[config.mk]
export PLATFORM = sky130hd
export DESIGN_NAME = gsp_guard_ctrl
export DESIGN_NICKNAME = d
export VERILOG_FILES = /design/src/design/gsp_pkg.sv /design/src/design/gsp_guard_ctrl.sv
export SDC_FILE = /design/constraint.sdc
export NUM_CORES = 1
export LEC_CHECK = 0
export BUFFER_PORTS_ARGS = -buffer_cell sky130_fd_sc_hd__buf_4
export CELL_PAD_IN_SITES_DETAIL_PLACEMENT = 0
export CELL_PAD_IN_SITES_GLOBAL_PLACEMENT = 1
export CORE_MARGIN = 5
export CORE_UTILIZATION = 31
export CTS_CLUSTER_DIAMETER = 80
export CTS_CLUSTER_SIZE = 16
export DETAILED_ROUTE_END_ITERATION = 16
export HOLD_SLACK_MARGIN = 0.12
export PLACE_DENSITY_LB_ADDON = 0.1
export SYNTH_ARGS = -nofsm -noshare
export SYNTH_HDL_FRONTEND = slang
export SYNTH_SLANG_ARGS = --single-unit
[constraint.sdc]
create_clock -name clk_sys -period 3.4 [get_ports clk_sys]
set_input_delay 0.68 -clock clk_sys [delete_from_list [all_inputs] [get_ports clk_sys]]
set_output_delay 0.68 -clock clk_sys [all_outputs]
set_load 0.05 [all_outputs]
[src/design/gsp_pkg.sv]
// Constants, opcodes and field layout for the sector guard control block.
// Function
// Array-wide protection is chosen only by the status byte one write data.
// Data bits 5..2 all ones request protection of every sector.
// Data bits 5..2 all zeros request removal of protection from every sector.
// A status write loads the lock bit from data bit 7 unless hard-locked; the code also keeps the lock bit when a protect write aborts in a suspend.
// Pin low, lock clear, field 0000: clear every guard bit; lock takes bit 7.
// Pin low, lock clear, field 1111: set every guard bit; lock takes bit 7.
// Lock clear, field 0001 or 1110: guard bits kept, lock takes bit 7.
// Pin low with lock set: no array-wide change and lock stays set.
// Array-wide protect during a suspend aborts, keeps guards, clears write enable.
// Single-sector guard and release commands keep working after array-wide changes.
// Status or sector commands run only when the write enable latch is set.
// One guard bit per 64-Kbyte sector, one blocks; all set at power-up.
// Pin high with lock set: no array-wide change, lock bit may be cleared.
// Lock clear, pin high: 00h unprotects all, 7Fh protects all, lock stays clear.
// Any other field value changes no guard bit; lock update still applies.
package gsp_pkg;

	// Sector array geometry.
	localparam int          GSP_NUM_SECT   = 32;
	localparam int          GSP_SECT_W     = 5;

	// Serial command opcodes.
	localparam logic [7:0]  GSP_OP_WREN    = 8'h06;
	localparam logic [7:0]  GSP_OP_WRDI    = 8'h04;
	localparam logic [7:0]  GSP_OP_WRSR    = 8'h01;
	localparam logic [7:0]  GSP_OP_RDSR    = 8'h05;
	localparam logic [7:0]  GSP_OP_PROT    = 8'h36;
	localparam logic [7:0]  GSP_OP_UNPROT  = 8'h39;

	// Whole bytes each command needs before the frame may end, opcode included.
	localparam logic [2:0]  GSP_LEN_SHORT  = 3'h1;
	localparam logic [2:0]  GSP_LEN_WRSR   = 3'h2;
	localparam logic [2:0]  GSP_LEN_SECT   = 3'h4;

	// Status byte one field positions.
	localparam int          GSP_B_LOCK     = 7;
	localparam int          GSP_F_GLB_HI   = 5;
	localparam int          GSP_F_GLB_LO   = 2;
	localparam int          GSP_B_SWP_HI   = 3;
	localparam int          GSP_B_SWP_LO   = 2;
	localparam int          GSP_B_WEL      = 1;
	localparam logic [3:0]  GSP_GLB_UNPROT = 4'h0;
	localparam logic [3:0]  GSP_GLB_PROT   = 4'hf;

	// Summary of the guard bits as shown in the status byte.
	localparam logic [1:0]  GSP_SWP_NONE   = 2'h0;
	localparam logic [1:0]  GSP_SWP_SOME   = 2'h1;
	localparam logic [1:0]  GSP_SWP_ALL    = 2'h3;

	// Reset values.
	localparam logic [31:0] GSP_GUARD_RST  = 32'hffffffff;
	localparam logic        GSP_LOCK_RST   = 1'b0;
	localparam logic        GSP_WEL_RST    = 1'b0;

	// Frame tracking states.
	typedef enum logic [1:0] {
		GSP_ST_IDLE  = 2'b00,
		GSP_ST_SHIFT = 2'b01,
		GSP_ST_EXEC  = 2'b10
	} gsp_state_e;

endpackage : gsp_pkg

[src/design/gsp_guard_ctrl.sv]
// Serial command front end and sector guard, lock and write enable logic.
`timescale 1ns/1ps
module gsp_guard_ctrl
	import gsp_pkg::*;
(
	// System clock and reset.
	input  wire logic                    clk_sys,
	input  wire logic                    rstn,
	// Serial pins from the host.
	input  wire logic                    sck,
	input  wire logic                    cs_n,
	input  wire logic                    si,
	input  wire logic                    wp_n,
	// Serial data output pin.
	output logic                         so,
	output logic                         so_oe,
	// Internal suspend indication from the program and erase engine.
	input  wire logic                    suspend_any,
	// Protection state towards the array.
	output logic [GSP_NUM_SECT-1:0]      guard_bits,
	output logic                         guard_regs_lock_bit,
	output logic                         write_enable_latch
);

	// Pin synchronisers, edge history and frame tracking.
	logic                    sck_s1_r, sck_s2_r, sck_d_r;
	logic                    cs_s1_r, cs_s2_r, cs_d_r;
	logic                    si_s1_r, si_s2_r;
	logic                    wp_s1_r, wp_s2_r;
	gsp_state_e              state_r, state_nxt;
	logic [2:0]              bit_cnt_r, bit_cnt_nxt;
	logic [2:0]              byte_cnt_r, byte_cnt_nxt;
	logic [7:0]              shift_r, shift_nxt;
	logic [7:0]              opcode_r, opcode_nxt;
	logic [7:0]              data_r, data_nxt;
	logic [GSP_SECT_W-1:0]   sect_r, sect_nxt;
	logic [GSP_NUM_SECT-1:0] guard_r, guard_nxt;
	logic                    lock_r, lock_nxt;
	logic                    wel_r, wel_nxt;
	logic [7:0]              out_sh_r, out_sh_nxt;
	logic                    so_r, so_nxt;
	logic                    so_oe_r, so_oe_nxt;
	logic                    sck_rise, sck_fall, cs_fall, cs_rise;
	logic [7:0]              shift_in, status_byte;
	logic                    exec, whole_bytes, wrsr_go;
	logic [3:0]              glb_field;

	// Decides whether a completed frame carried at least the bytes a command needs.
	function automatic logic len_ok(input logic [2:0] got, input logic [2:0] need);
		len_ok = (got >= need);
	endfunction : len_ok

	// Every pin passes two flops; the third stage only feeds edge detection.
	always_ff @(posedge clk_sys or negedge rstn)
	begin
		if (!rstn)
		begin
			sck_s1_r <= 1'b0;
			sck_s2_r <= 1'b0;
			sck_d_r  <= 1'b0;
			cs_s1_r  <= 1'b1;
			cs_s2_r  <= 1'b1;
			cs_d_r   <= 1'b1;
			si_s1_r  <= 1'b0;
			si_s2_r  <= 1'b0;
			wp_s1_r  <= 1'b1;
			wp_s2_r  <= 1'b1;
		end
		else
		begin
			sck_s1_r <= sck;
			sck_s2_r <= sck_s1_r;
			sck_d_r  <= sck_s2_r;
			cs_s1_r  <= cs_n;
			cs_s2_r  <= cs_s1_r;
			cs_d_r   <= cs_s2_r;
			si_s1_r  <= si;
			si_s2_r  <= si_s1_r;
			wp_s1_r  <= wp_n;
			wp_s2_r  <= wp_s1_r;
		end
	end

	// Edge events seen by the system clock; all pins share the same sync delay.
	assign sck_rise  = sck_s2_r & ~sck_d_r & ~cs_s2_r;
	assign sck_fall  = ~sck_s2_r & sck_d_r & ~cs_s2_r;
	assign cs_fall   = ~cs_s2_r & cs_d_r;
	assign cs_rise   = cs_s2_r & ~cs_d_r;
	assign shift_in  = {shift_r[6:0], si_s2_r};
	assign exec      = (state_r == GSP_ST_EXEC);
	assign whole_bytes = (bit_cnt_r == 3'h0);
	assign glb_field = data_r[GSP_F_GLB_HI:GSP_F_GLB_LO];
	assign wrsr_go   = exec && (opcode_r == GSP_OP_WRSR) && whole_bytes && wel_r
		&& len_ok(byte_cnt_r, GSP_LEN_WRSR);

	// Frame tracking: opcode, first data byte and sector number are captured.
	always_comb
	begin
		state_nxt    = state_r;
		bit_cnt_nxt  = bit_cnt_r;
		byte_cnt_nxt = byte_cnt_r;
		shift_nxt    = shift_r;
		opcode_nxt   = opcode_r;
		data_nxt     = data_r;
		sect_nxt     = sect_r;
		case (state_r)
			GSP_ST_IDLE:
				if (cs_fall)
				begin
					state_nxt    = GSP_ST_SHIFT;
					bit_cnt_nxt  = 3'h0;
					byte_cnt_nxt = 3'h0;
					opcode_nxt   = 8'h00;
				end
			GSP_ST_SHIFT:
				if (cs_rise)
					state_nxt = GSP_ST_EXEC;
				else if (sck_rise)
				begin
					shift_nxt   = shift_in;
					bit_cnt_nxt = bit_cnt_r + 3'h1;
					if (bit_cnt_r == 3'h7)
					begin
						// Count saturates; extra trailing bytes are ignored.
						if (byte_cnt_r != 3'h7)
							byte_cnt_nxt = byte_cnt_r + 3'h1;
						if (byte_cnt_r == 3'h0)
							opcode_nxt = shift_in;
						if (byte_cnt_r == 3'h1)
						begin
							data_nxt = shift_in;
							sect_nxt = shift_in[GSP_SECT_W-1:0];
						end
					end
				end
			GSP_ST_EXEC:
				state_nxt = GSP_ST_IDLE;
			default:
				state_nxt = GSP_ST_IDLE;
		endcase
	end

	always_ff @(posedge clk_sys or negedge rstn)
	begin
		if (!rstn)
		begin
			state_r    <= GSP_ST_IDLE;
			bit_cnt_r  <= 3'h0;
			byte_cnt_r <= 3'h0;
			shift_r    <= 8'h00;
			opcode_r   <= 8'h00;
			data_r     <= 8'h00;
			sect_r     <= '0;
		end
		else
		begin
			state_r    <= state_nxt;
			bit_cnt_r  <= bit_cnt_nxt;
			byte_cnt_r <= byte_cnt_nxt;
			shift_r    <= shift_nxt;
			opcode_r   <= opcode_nxt;
			data_r     <= data_nxt;
			sect_r     <= sect_nxt;
		end
	end

	// Protection state update, taken one cycle after chip select rises.
	// Everything acts at frame end; an aborted sector command frame still clears the write enable latch, other aborted frames change nothing.
	always_comb
	begin
		guard_nxt = guard_r;
		lock_nxt  = lock_r;
		wel_nxt   = wel_r;
		if (exec)
		begin
			case (opcode_r)
				GSP_OP_WREN:
					if (whole_bytes && len_ok(byte_cnt_r, GSP_LEN_SHORT))
						wel_nxt = 1'b1;
				GSP_OP_WRDI:
					if (whole_bytes && len_ok(byte_cnt_r, GSP_LEN_SHORT))
						wel_nxt = 1'b0;
				GSP_OP_WRSR:
					if (wrsr_go)
					begin
						wel_nxt = 1'b0;
						// Hard lock: guards and lock hold until the pin goes high.
						if (!wp_s2_r && lock_r)
							lock_nxt = 1'b1;
						else if (lock_r)
							lock_nxt = data_r[GSP_B_LOCK];
						// Suspended sectors must stay open; the write aborts.
						else if (glb_field == GSP_GLB_PROT && suspend_any)
							lock_nxt = lock_r;
						else
						begin
							lock_nxt = data_r[GSP_B_LOCK];
							if (glb_field == GSP_GLB_UNPROT)
								guard_nxt = '0;
							else if (glb_field == GSP_GLB_PROT)
								guard_nxt = '1;
						end
					end
				GSP_OP_PROT, GSP_OP_UNPROT:
					if (wel_r)
					begin
						wel_nxt = 1'b0;
						if (whole_bytes && len_ok(byte_cnt_r, GSP_LEN_SECT) && !lock_r)
							guard_nxt[sect_r] = (opcode_r == GSP_OP_PROT);
					end
				default:
					wel_nxt = wel_r;
			endcase
		end
	end

	always_ff @(posedge clk_sys or negedge rstn)
	begin
		if (!rstn)
		begin
			guard_r <= GSP_GUARD_RST;
			lock_r  <= GSP_LOCK_RST;
			wel_r   <= GSP_WEL_RST;
		end
		else
		begin
			guard_r <= guard_nxt;
			lock_r  <= lock_nxt;
			wel_r   <= wel_nxt;
		end
	end

	// Status byte one as read back with the read status opcode.
	always_comb
	begin
		status_byte                  = 8'h00;
		status_byte[GSP_B_LOCK]      = lock_r;
		status_byte[GSP_B_WEL]       = wel_r;
		if (&guard_r)
			status_byte[GSP_B_SWP_HI:GSP_B_SWP_LO] = GSP_SWP_ALL;
		else if (|guard_r)
			status_byte[GSP_B_SWP_HI:GSP_B_SWP_LO] = GSP_SWP_SOME;
		else
			status_byte[GSP_B_SWP_HI:GSP_B_SWP_LO] = GSP_SWP_NONE;
	end

	// Read status output: reloaded at each byte end, shifted on falling clock.
	// A fresh copy per byte lets a host poll by holding chip select low.
	always_comb
	begin
		out_sh_nxt = out_sh_r;
		so_nxt     = so_r;
		so_oe_nxt  = so_oe_r;
		if (cs_s2_r)
		begin
			so_oe_nxt = 1'b0;
			so_nxt    = 1'b0;
		end
		else if (sck_rise && bit_cnt_r == 3'h7 &&
			((byte_cnt_r == 3'h0 && shift_in == GSP_OP_RDSR) || opcode_r == GSP_OP_RDSR))
		begin
			out_sh_nxt = status_byte;
			so_oe_nxt  = 1'b1;
		end
		else if (sck_fall && so_oe_r)
		begin
			so_nxt     = out_sh_r[7];
			out_sh_nxt = {out_sh_r[6:0], 1'b0};
		end
	end

	always_ff @(posedge clk_sys or negedge rstn)
	begin
		if (!rstn)
		begin
			out_sh_r <= 8'h00;
			so_r     <= 1'b0;
			so_oe_r  <= 1'b0;
		end
		else
		begin
			out_sh_r <= out_sh_nxt;
			so_r     <= so_nxt;
			so_oe_r  <= so_oe_nxt;
		end
	end

	// Outputs straight from flops.
	assign so                  = so_r;
	assign so_oe               = so_oe_r;
	assign guard_bits          = guard_r;
	assign guard_regs_lock_bit = lock_r;
	assign write_enable_latch  = wel_r;
endmodule : gsp_guard_ctrl

==> metrics, run 1 <==
status=complete, no violations; initial drt markers=151; post-detailed-route wirelength per cell=18.15 um; Worst Path Max Fanout=28; Slew HR=0.4288; sequential area share after synthesis=0.4743; first-pass GRT wire length=19,820 um; antenna fix cells=0; core area=14,370 um2; Final min period=2.589 ns; dominant cells by area after synthesis=dfrtp_1, dfstp_2, o21ai_0; Fmax=386.3 MHz; Filler cells=1,482; Clock Sinks=83; DRT Pass-1 Iters=4; Inst Count DP=655; Die Footprint=16,940 um2; clock latency at the later pin of the worst-skew pair=0.34 ns; Antenna Nets Post-Route=0; Leakage=2.199 nW; DP Wirelength=8724 um; IO buf count=42; Syn Area/Cell=10.08 um2; number of global-route vias before repair=3,550; EDFF count, synth=0; largest net degree at the start of global routing=53; CP Cell Sequence=or4_4 > or4_4 > a22oi_4 > nor2_1 > mux2_1; dominant cell type by area after synthesis=dfrtp_1; top_reg_cell synth=dfrtp_1; antenna violations before repair=0; Setup crit end kind=flop; via count=3,527; total grt overflow=0; Max VDD drop=0.2250 mV; Final Cycle Share=0.7613; CTS root buffer=clkbuf_16; vias per cell=5.256; nets=497; number of setup buffers added after CTS=0; Total Power=2.265 mW; cell repeated most along the worst path=or4_4; die height=130.2 um; Synth-to-Final Area Change=16.85%; Setup crit start kind=flop; Seq cells post-synth=83; FF/Latch Area=2123 um2; Die X=130.2 um; H-tree Lvls=3; clock buffer depth=2; Slowest Stage Delay on Critical Path=0.66 ns; RSZ-0062 raised after global routing=false; Setup TNS Final=0 ns; CTS buffer count=9; Initial Util=0.3116; all-layer global routing usage=0.1522; CTS tree=built; final worst clock skew=0.007130 ns; CP max-delay cell=or4_4; clock slew at reported path FFs=0.06 ns; Distinct cells, synth=52; mapped cell area=4477 um2; Slew Limit Fails=0; Post-synth ARST share=1.000; worst setup path class=reg2reg; count of hold buffers inserted by post-cts repair=0; critical path data arrival time=2.86 ns; Total Wirelength=12,180 um; post-synth top area share=0.2571; I/O Pins=43; routability-driven placement congestion ratio=0.7716; # setup viols final=0; Hold Path Class=reg2reg; Syn Inst Count=444; Post-Syn Nets=459; multi-input logic area=2211 um2; Pwr per Cell Area=432.9 nW/um2; Cell Count, Final, Fillers Out=671; Req. time, crit path=3.67 ns; site row count=44; DRC violations left=0; worst-margin pin slew=0.8447 ns; CTS resizes=0; Yosys warnings=0; Fin. Hold Viols=0; share of cells above drive strength 1=0.2916; total of max-cap violations=0
-- worst max-delay path, delay by kind of cell (launching register included) --
kind	cells	cell delay, ns
and+or+nand+nor	3	1.33
AOI/OAI and AO/OA	1	0.46
DFF	1	0.40
muxes	1	0.32
-- metal layers --
| metal | GRT usage | part of all wire | wire length, um |
|---|---|---|---|
| met3 | 0.02210 | 0.034 | 412 |
| met4 | 0.08130 | 0.037 | 451 |
| met2 | 0.2387 | 0.46 | 5655 |
| met5 | 0 | 0 | 0 |
| met1 | 0.2030 | 0.46 | 5661 |
-- cells by family after synthesis --
| family | count (synthesis) | share of synthesized area |
|---|---|---|
| simple gates | 169 | 0.2093 |
| mux | 45 | 0.1179 |
| buf+inv | 31 | 0.03326 |
| flops | 83 | 0.4743 |
| compound gates | 108 | 0.1428 |
| fa+ha+maj | 8 | 0.02236 |
-- cell type report --
class                      instances  area share
multi-input combinational        330      0.4226
tap                              184     0.04401
clock inverter                     3    0.002870
clock buffer                      13     0.04784
timing repair buffer              49     0.07032
inverter                           9    0.006458
sequential                        83      0.4059
-- Yosys cell counts (6+ instances only) --
master and n:
ha_1 8, nor4_1 13, dfrtp_1 46, nor2_1 10, nand4_1 11, inv_1 9, mux2_2 14, clkbuf_1 16
nand3_1 9, o21ai_0 70, or2_2 6, nand2_1 66, mux2_4 6, a21oi_1 14, mux2_1 24, nor2_2 6
dfstp_2 37
-- power breakdown --
| part | total (mW) | internal, mW | switching (mW) | leakage, nW |
|---|---|---|---|---|
| clock network | 0.896 | 0.512 | 0.385 | 0.133 |
| logic | 0.255 | 0.105 | 0.150 | 1.07 |
| registers | 1.11 | 1.04 | 0.0698 | 0.998 |
-- cell usage in the layout (no fill, tap or decap), types with 5 or more instances in the layout --
| cell type | Yosys | final |
|---|---|---|
| a21oi_1 | 14 | 14 |
| and3_1 | 5 | 5 |
| buf_4 | 0 | 49 |
| clkbuf_16 | 0 | 9 |
| dfrtp_1 | 46 | 46 |
| dfstp_2 | 37 | 37 |
| ha_1 | 8 | 8 |
| inv_1 | 9 | 9 |
| mux2_1 | 24 | 24 |
| mux2_2 | 14 | 14 |
| mux2_4 | 6 | 6 |
| nand2_1 | 66 | 66 |
| nand2b_1 | 5 | 5 |
| nand3_1 | 9 | 9 |
| nand4_1 | 11 | 11 |
| nand4b_1 | 5 | 5 |
| nor2_1 | 10 | 10 |
| nor2_2 | 6 | 6 |
| nor2b_1 | 5 | 5 |
| nor4_1 | 13 | 13 |
| o21ai_0 | 70 | 70 |
| or2_2 | 6 | 6 |
-- path summary, 6_finish.rpt --
kind | from | end | slack [ns] | depth (start not counted)
worst max-delay path | opcode_r[7]$_DFFE_PN0P_ | guard_bits[4]$_DFFE_PN1P_ | 0.81 | 5
worst min-delay path | si_s1_r$_DFF_PN0_ | si_s2_r$_DFF_PN0_ | 0.35 | 0
worst max register to register | opcode_r[7]$_DFFE_PN0P_ | guard_bits[4]$_DFFE_PN1P_ | 0.81 | 5
worst min register to register | si_s1_r$_DFF_PN0_ | si_s2_r$_DFF_PN0_ | 0.35 | 0
max in group asynchronous | rstn | guard_bits[15]$_DFFE_PN1P_ | 2.12 | 2
min in group asynchronous | rstn | out_sh_r[4]$_DFFE_PN0P_ | 0.36 | 1
-- flip-flops by register name (all words and copies together), names as in the netlist --
signal / cells
sck_s2_r: 1
sck_d_r: 1
cs_s2_r: 1
guard_regs_lock_bit: 1
cs_s1_r: 1
guard_bits: 32
so_oe: 1
opcode_r: 8
cs_d_r: 1
shift_r: 7
state_r: 2
wp_s1_r: 1
sck_s1_r: 1
si_s2_r: 1
write_enable_latch: 1
out_sh_r: 7
bit_cnt_r: 3
data_r: 7
byte_cnt_r: 3
wp_s2_r: 1
si_s1_r: 1
so: 1
-- through the flow --
| stage | setup slack [ns] | hold WS, ns | util | instance area, um2 |
|---|---|---|---|---|
| 6_report | 0.8115 | 0.3455 | 0.3641 | 5231 |
| 4_1_cts | 0.8101 | 0.3486 | 0.3636 | 5225 |
| 5_1_grt | 0.7194 | 0.3583 | 0.3641 | 5231 |
| 3_5_place_dp | 0.8160 | 0.3356 | 0.3452 | 4960 |
| 2_1_floorplan | 1.012 | 0.3312 | - | 4477 |
| 3_3_place_gp | 0.8577 | 0.3347 | 0.3452 | 4960 |
Power figures use the tool's default switching activity.
==> run 2: changes to the inputs <==
==> constraint.sdc (replaced) <==
create_clock -name clk_sys -period 2.2 [get_ports clk_sys]
set_input_delay 0.44 -clock clk_sys [delete_from_list [all_inputs] [get_ports clk_sys]]
set_output_delay 0.44 -clock clk_sys [all_outputs]
set_load 0.05 [all_outputs]
==> metrics, run 2 (same netlist as run 1, synthesis figures left out) <==
Final Cycle Share=1.025 (+0.2637); Die X=130.2 um (unchanged); CTS root buffer=clkbuf_16; antenna fix cells=0 (unchanged); Cell Count, Final, Fillers Out=710 (+5.8%); Slew HR=0.6512 (+0.2224); die height=130.2 um (unchanged); Final min period=2.255 ns (-0.3334 ns); Worst Path Max Fanout=6 (-79%); Cell Area, Placed=5344 um2 (+7.7%); I/O Pins=43 (unchanged); hold endpoint=si_s1_r$_DFF_PN0_; worst-margin pin slew=0.5216 ns (-0.3230 ns); Place WS=-0.06407 ns (-0.8800 ns); number of global-route vias before repair=3,710 (+4.5%); clock slew at reported path FFs=0.06 ns (about the same); DRT Pass-1 Iters=4 (unchanged); via count=3,644 (+3.3%); status=complete, but fails checks; RSZ-0062 raised after global routing=true; post-detailed-route wirelength per cell=18.52 um (+2.0%); Setup crit end kind=flop; worst reg2reg endpoint=guard_bits[7]$_DFFE_PN1P_; hold path depth=1 (+1); Finished Cell Area=5808 um2 (+11%); share of cells above drive strength 1=0.4183 (+0.1267); clock buffer depth=2 (unchanged); Clock Sinks=83 (unchanged); Fmax=443.4 MHz (+15%); failing checks=negative setup slack; final worst clock skew=0.007015 ns (-0.0001152 ns); Slew Limit Fails=0 (unchanged); initial drt markers=184 (+22%); Setup crit start kind=flop; R2R Setup Slk=-0.06 ns (-0.87 ns); # setup viols final=26 (+26); total of max-cap violations=0 (unchanged); Die Footprint=16,940 um2 (unchanged); Hold Path Class=in2reg; Total Wirelength=13,150 um (+7.9%); Leakage=2.498 nW (+14%); CTS tree=built; antenna violations before repair=0 (unchanged); clock latency at the later pin of the worst-skew pair=0.35 ns (about the same); largest net degree at the start of global routing=48 (-9.4%); first-pass GRT wire length=21,180 um (+6.9%); nets=536 (+7.8%); total grt overflow=0 (unchanged); Synth-to-Final Area Change=29.74%; Pwr per Cell Area=673.3 nW/um2 (+56%); site row count=44 (unchanged); critical path data arrival time=2.53 ns (-0.33 ns); Fin. Hold Viols=0 (unchanged); commonest cells after routing, fill and taps aside=buf_4, o21ai_0, nand2_1; H-tree Lvls=3 (unchanged); Initial Util=0.3116 (unchanged); Inst Count DP=688 (+5.0%); DRC violations left=0 (unchanged); worst-case reg-to-reg path depth=5 (unchanged); max reg flops=32 (unchanged); Antenna Nets Post-Route=0 (unchanged); Max VDD drop=0.3956 mV (+76%); vias per cell=5.132 (-2.4%); all-layer global routing usage=0.1653 (+0.01309); RR Startpoint=opcode_r[5]$_DFFE_PN0P_; CTS buffer count=9 (unchanged); Req. time, crit path=2.47 ns (-1.20 ns); core area=14,370 um2 (unchanged); IO buf count=42 (unchanged); routability-driven placement congestion ratio=0.7660 (-0.73%); worst setup path class=reg2reg; final worst slack=-0.05515 ns (-0.8666 ns); DP Wirelength=9090 um (+4.2%); commonest non-fill, non-tap cell in the layout=buf_4; HP Start=si; Total Power=3.911 mW (+73%)
-- run 2: cell count changes in the layout (fill, tap and decap cells not counted), sizes merged --
cell	delta
a22o	+2
bufinv	+2
clkinvlp	+1
clkinv	-2
buf	+36
clkbuf	-1
dlygate4sd3	+1
-- run 2: worst max-delay path, cell delays in order, from the launching register on --
cell,delay [ns]
dfrtp_1,0.37
or4_4,0.53
or4_4,0.51
a22o_4,0.36
nand2_1,0.10
mux2_4,0.30
-- run 2: timing repair --
action / CTS / global route
setup endpoints to repair: 29 / 35
hold endpoints to repair: 11 / 0
gates resized for setup: 10 / 14
hold buffers: 1 / 0
gates cloned: 2 / 0
setup buffers: 2 / 1
pin swaps: 2 / 3
-- run 2: stage by stage --
stage / hold slack (ns) / util / TNS [ns]
after floorplan: 0.1444 / - / -2.284
after global placement: 0.3322 / 0.3719 / -0.9180
after detailed placement: 0.3362 / 0.3719 / -1.177
final: 0.1974 / 0.4042 / -0.6578
after CTS: 0.1807 / 0.4003 / -0.8161
after global routing: 0.1791 / 0.4042 / -2.239
-- run 2: worst max path at each step --
stage	endpoint	cells after the start	startpoint	slack (ns)
2_1_floorplan	guard_bits[13]$_DFFE_PN1P_	7	opcode_r[5]$_DFFE_PN0P_	-0.10
3_3_place_gp	guard_bits[3]$_DFFE_PN1P_	5	opcode_r[5]$_DFFE_PN0P_	-0.05
3_5_place_dp	guard_bits[2]$_DFFE_PN1P_	5	opcode_r[5]$_DFFE_PN0P_	-0.06
4_1_cts	guard_bits[20]$_DFFE_PN1P_	6	opcode_r[5]$_DFFE_PN0P_	-0.06
5_1_grt	guard_bits[20]$_DFFE_PN1P_	6	opcode_r[5]$_DFFE_PN0P_	-0.11
6_report	guard_bits[7]$_DFFE_PN1P_	5	opcode_r[5]$_DFFE_PN0P_	-0.06
-- run 2: metal layers --
metal | up-vias | wire, um | track usage
met4 | 0 | 193 | 0.06235
met2 | 71 | 6367 | 0.2725
met3 | 11 | 484 | 0.03479
met1 | 1776 | 6103 | 0.2132
li1 | 1786 | - | -
met5 | - | 0 | 0
-- run 2: final cells by class --
type,count,area [um2]
repair buffers,86,680.7
fillers,1426,8561
multi-input cells,332,2410
clock inverters,4,72.57
flip-flops and latches,83,2125
inverters,9,33.78
well taps,184,230.2
clock buffers,12,256.5
-- run 2: power by group --
group	internal, mW	total (mW)	switching, mW
sequential	1.61	1.70	0.0913
clock	1.05	1.67	0.613
combinational	0.237	0.540	0.302
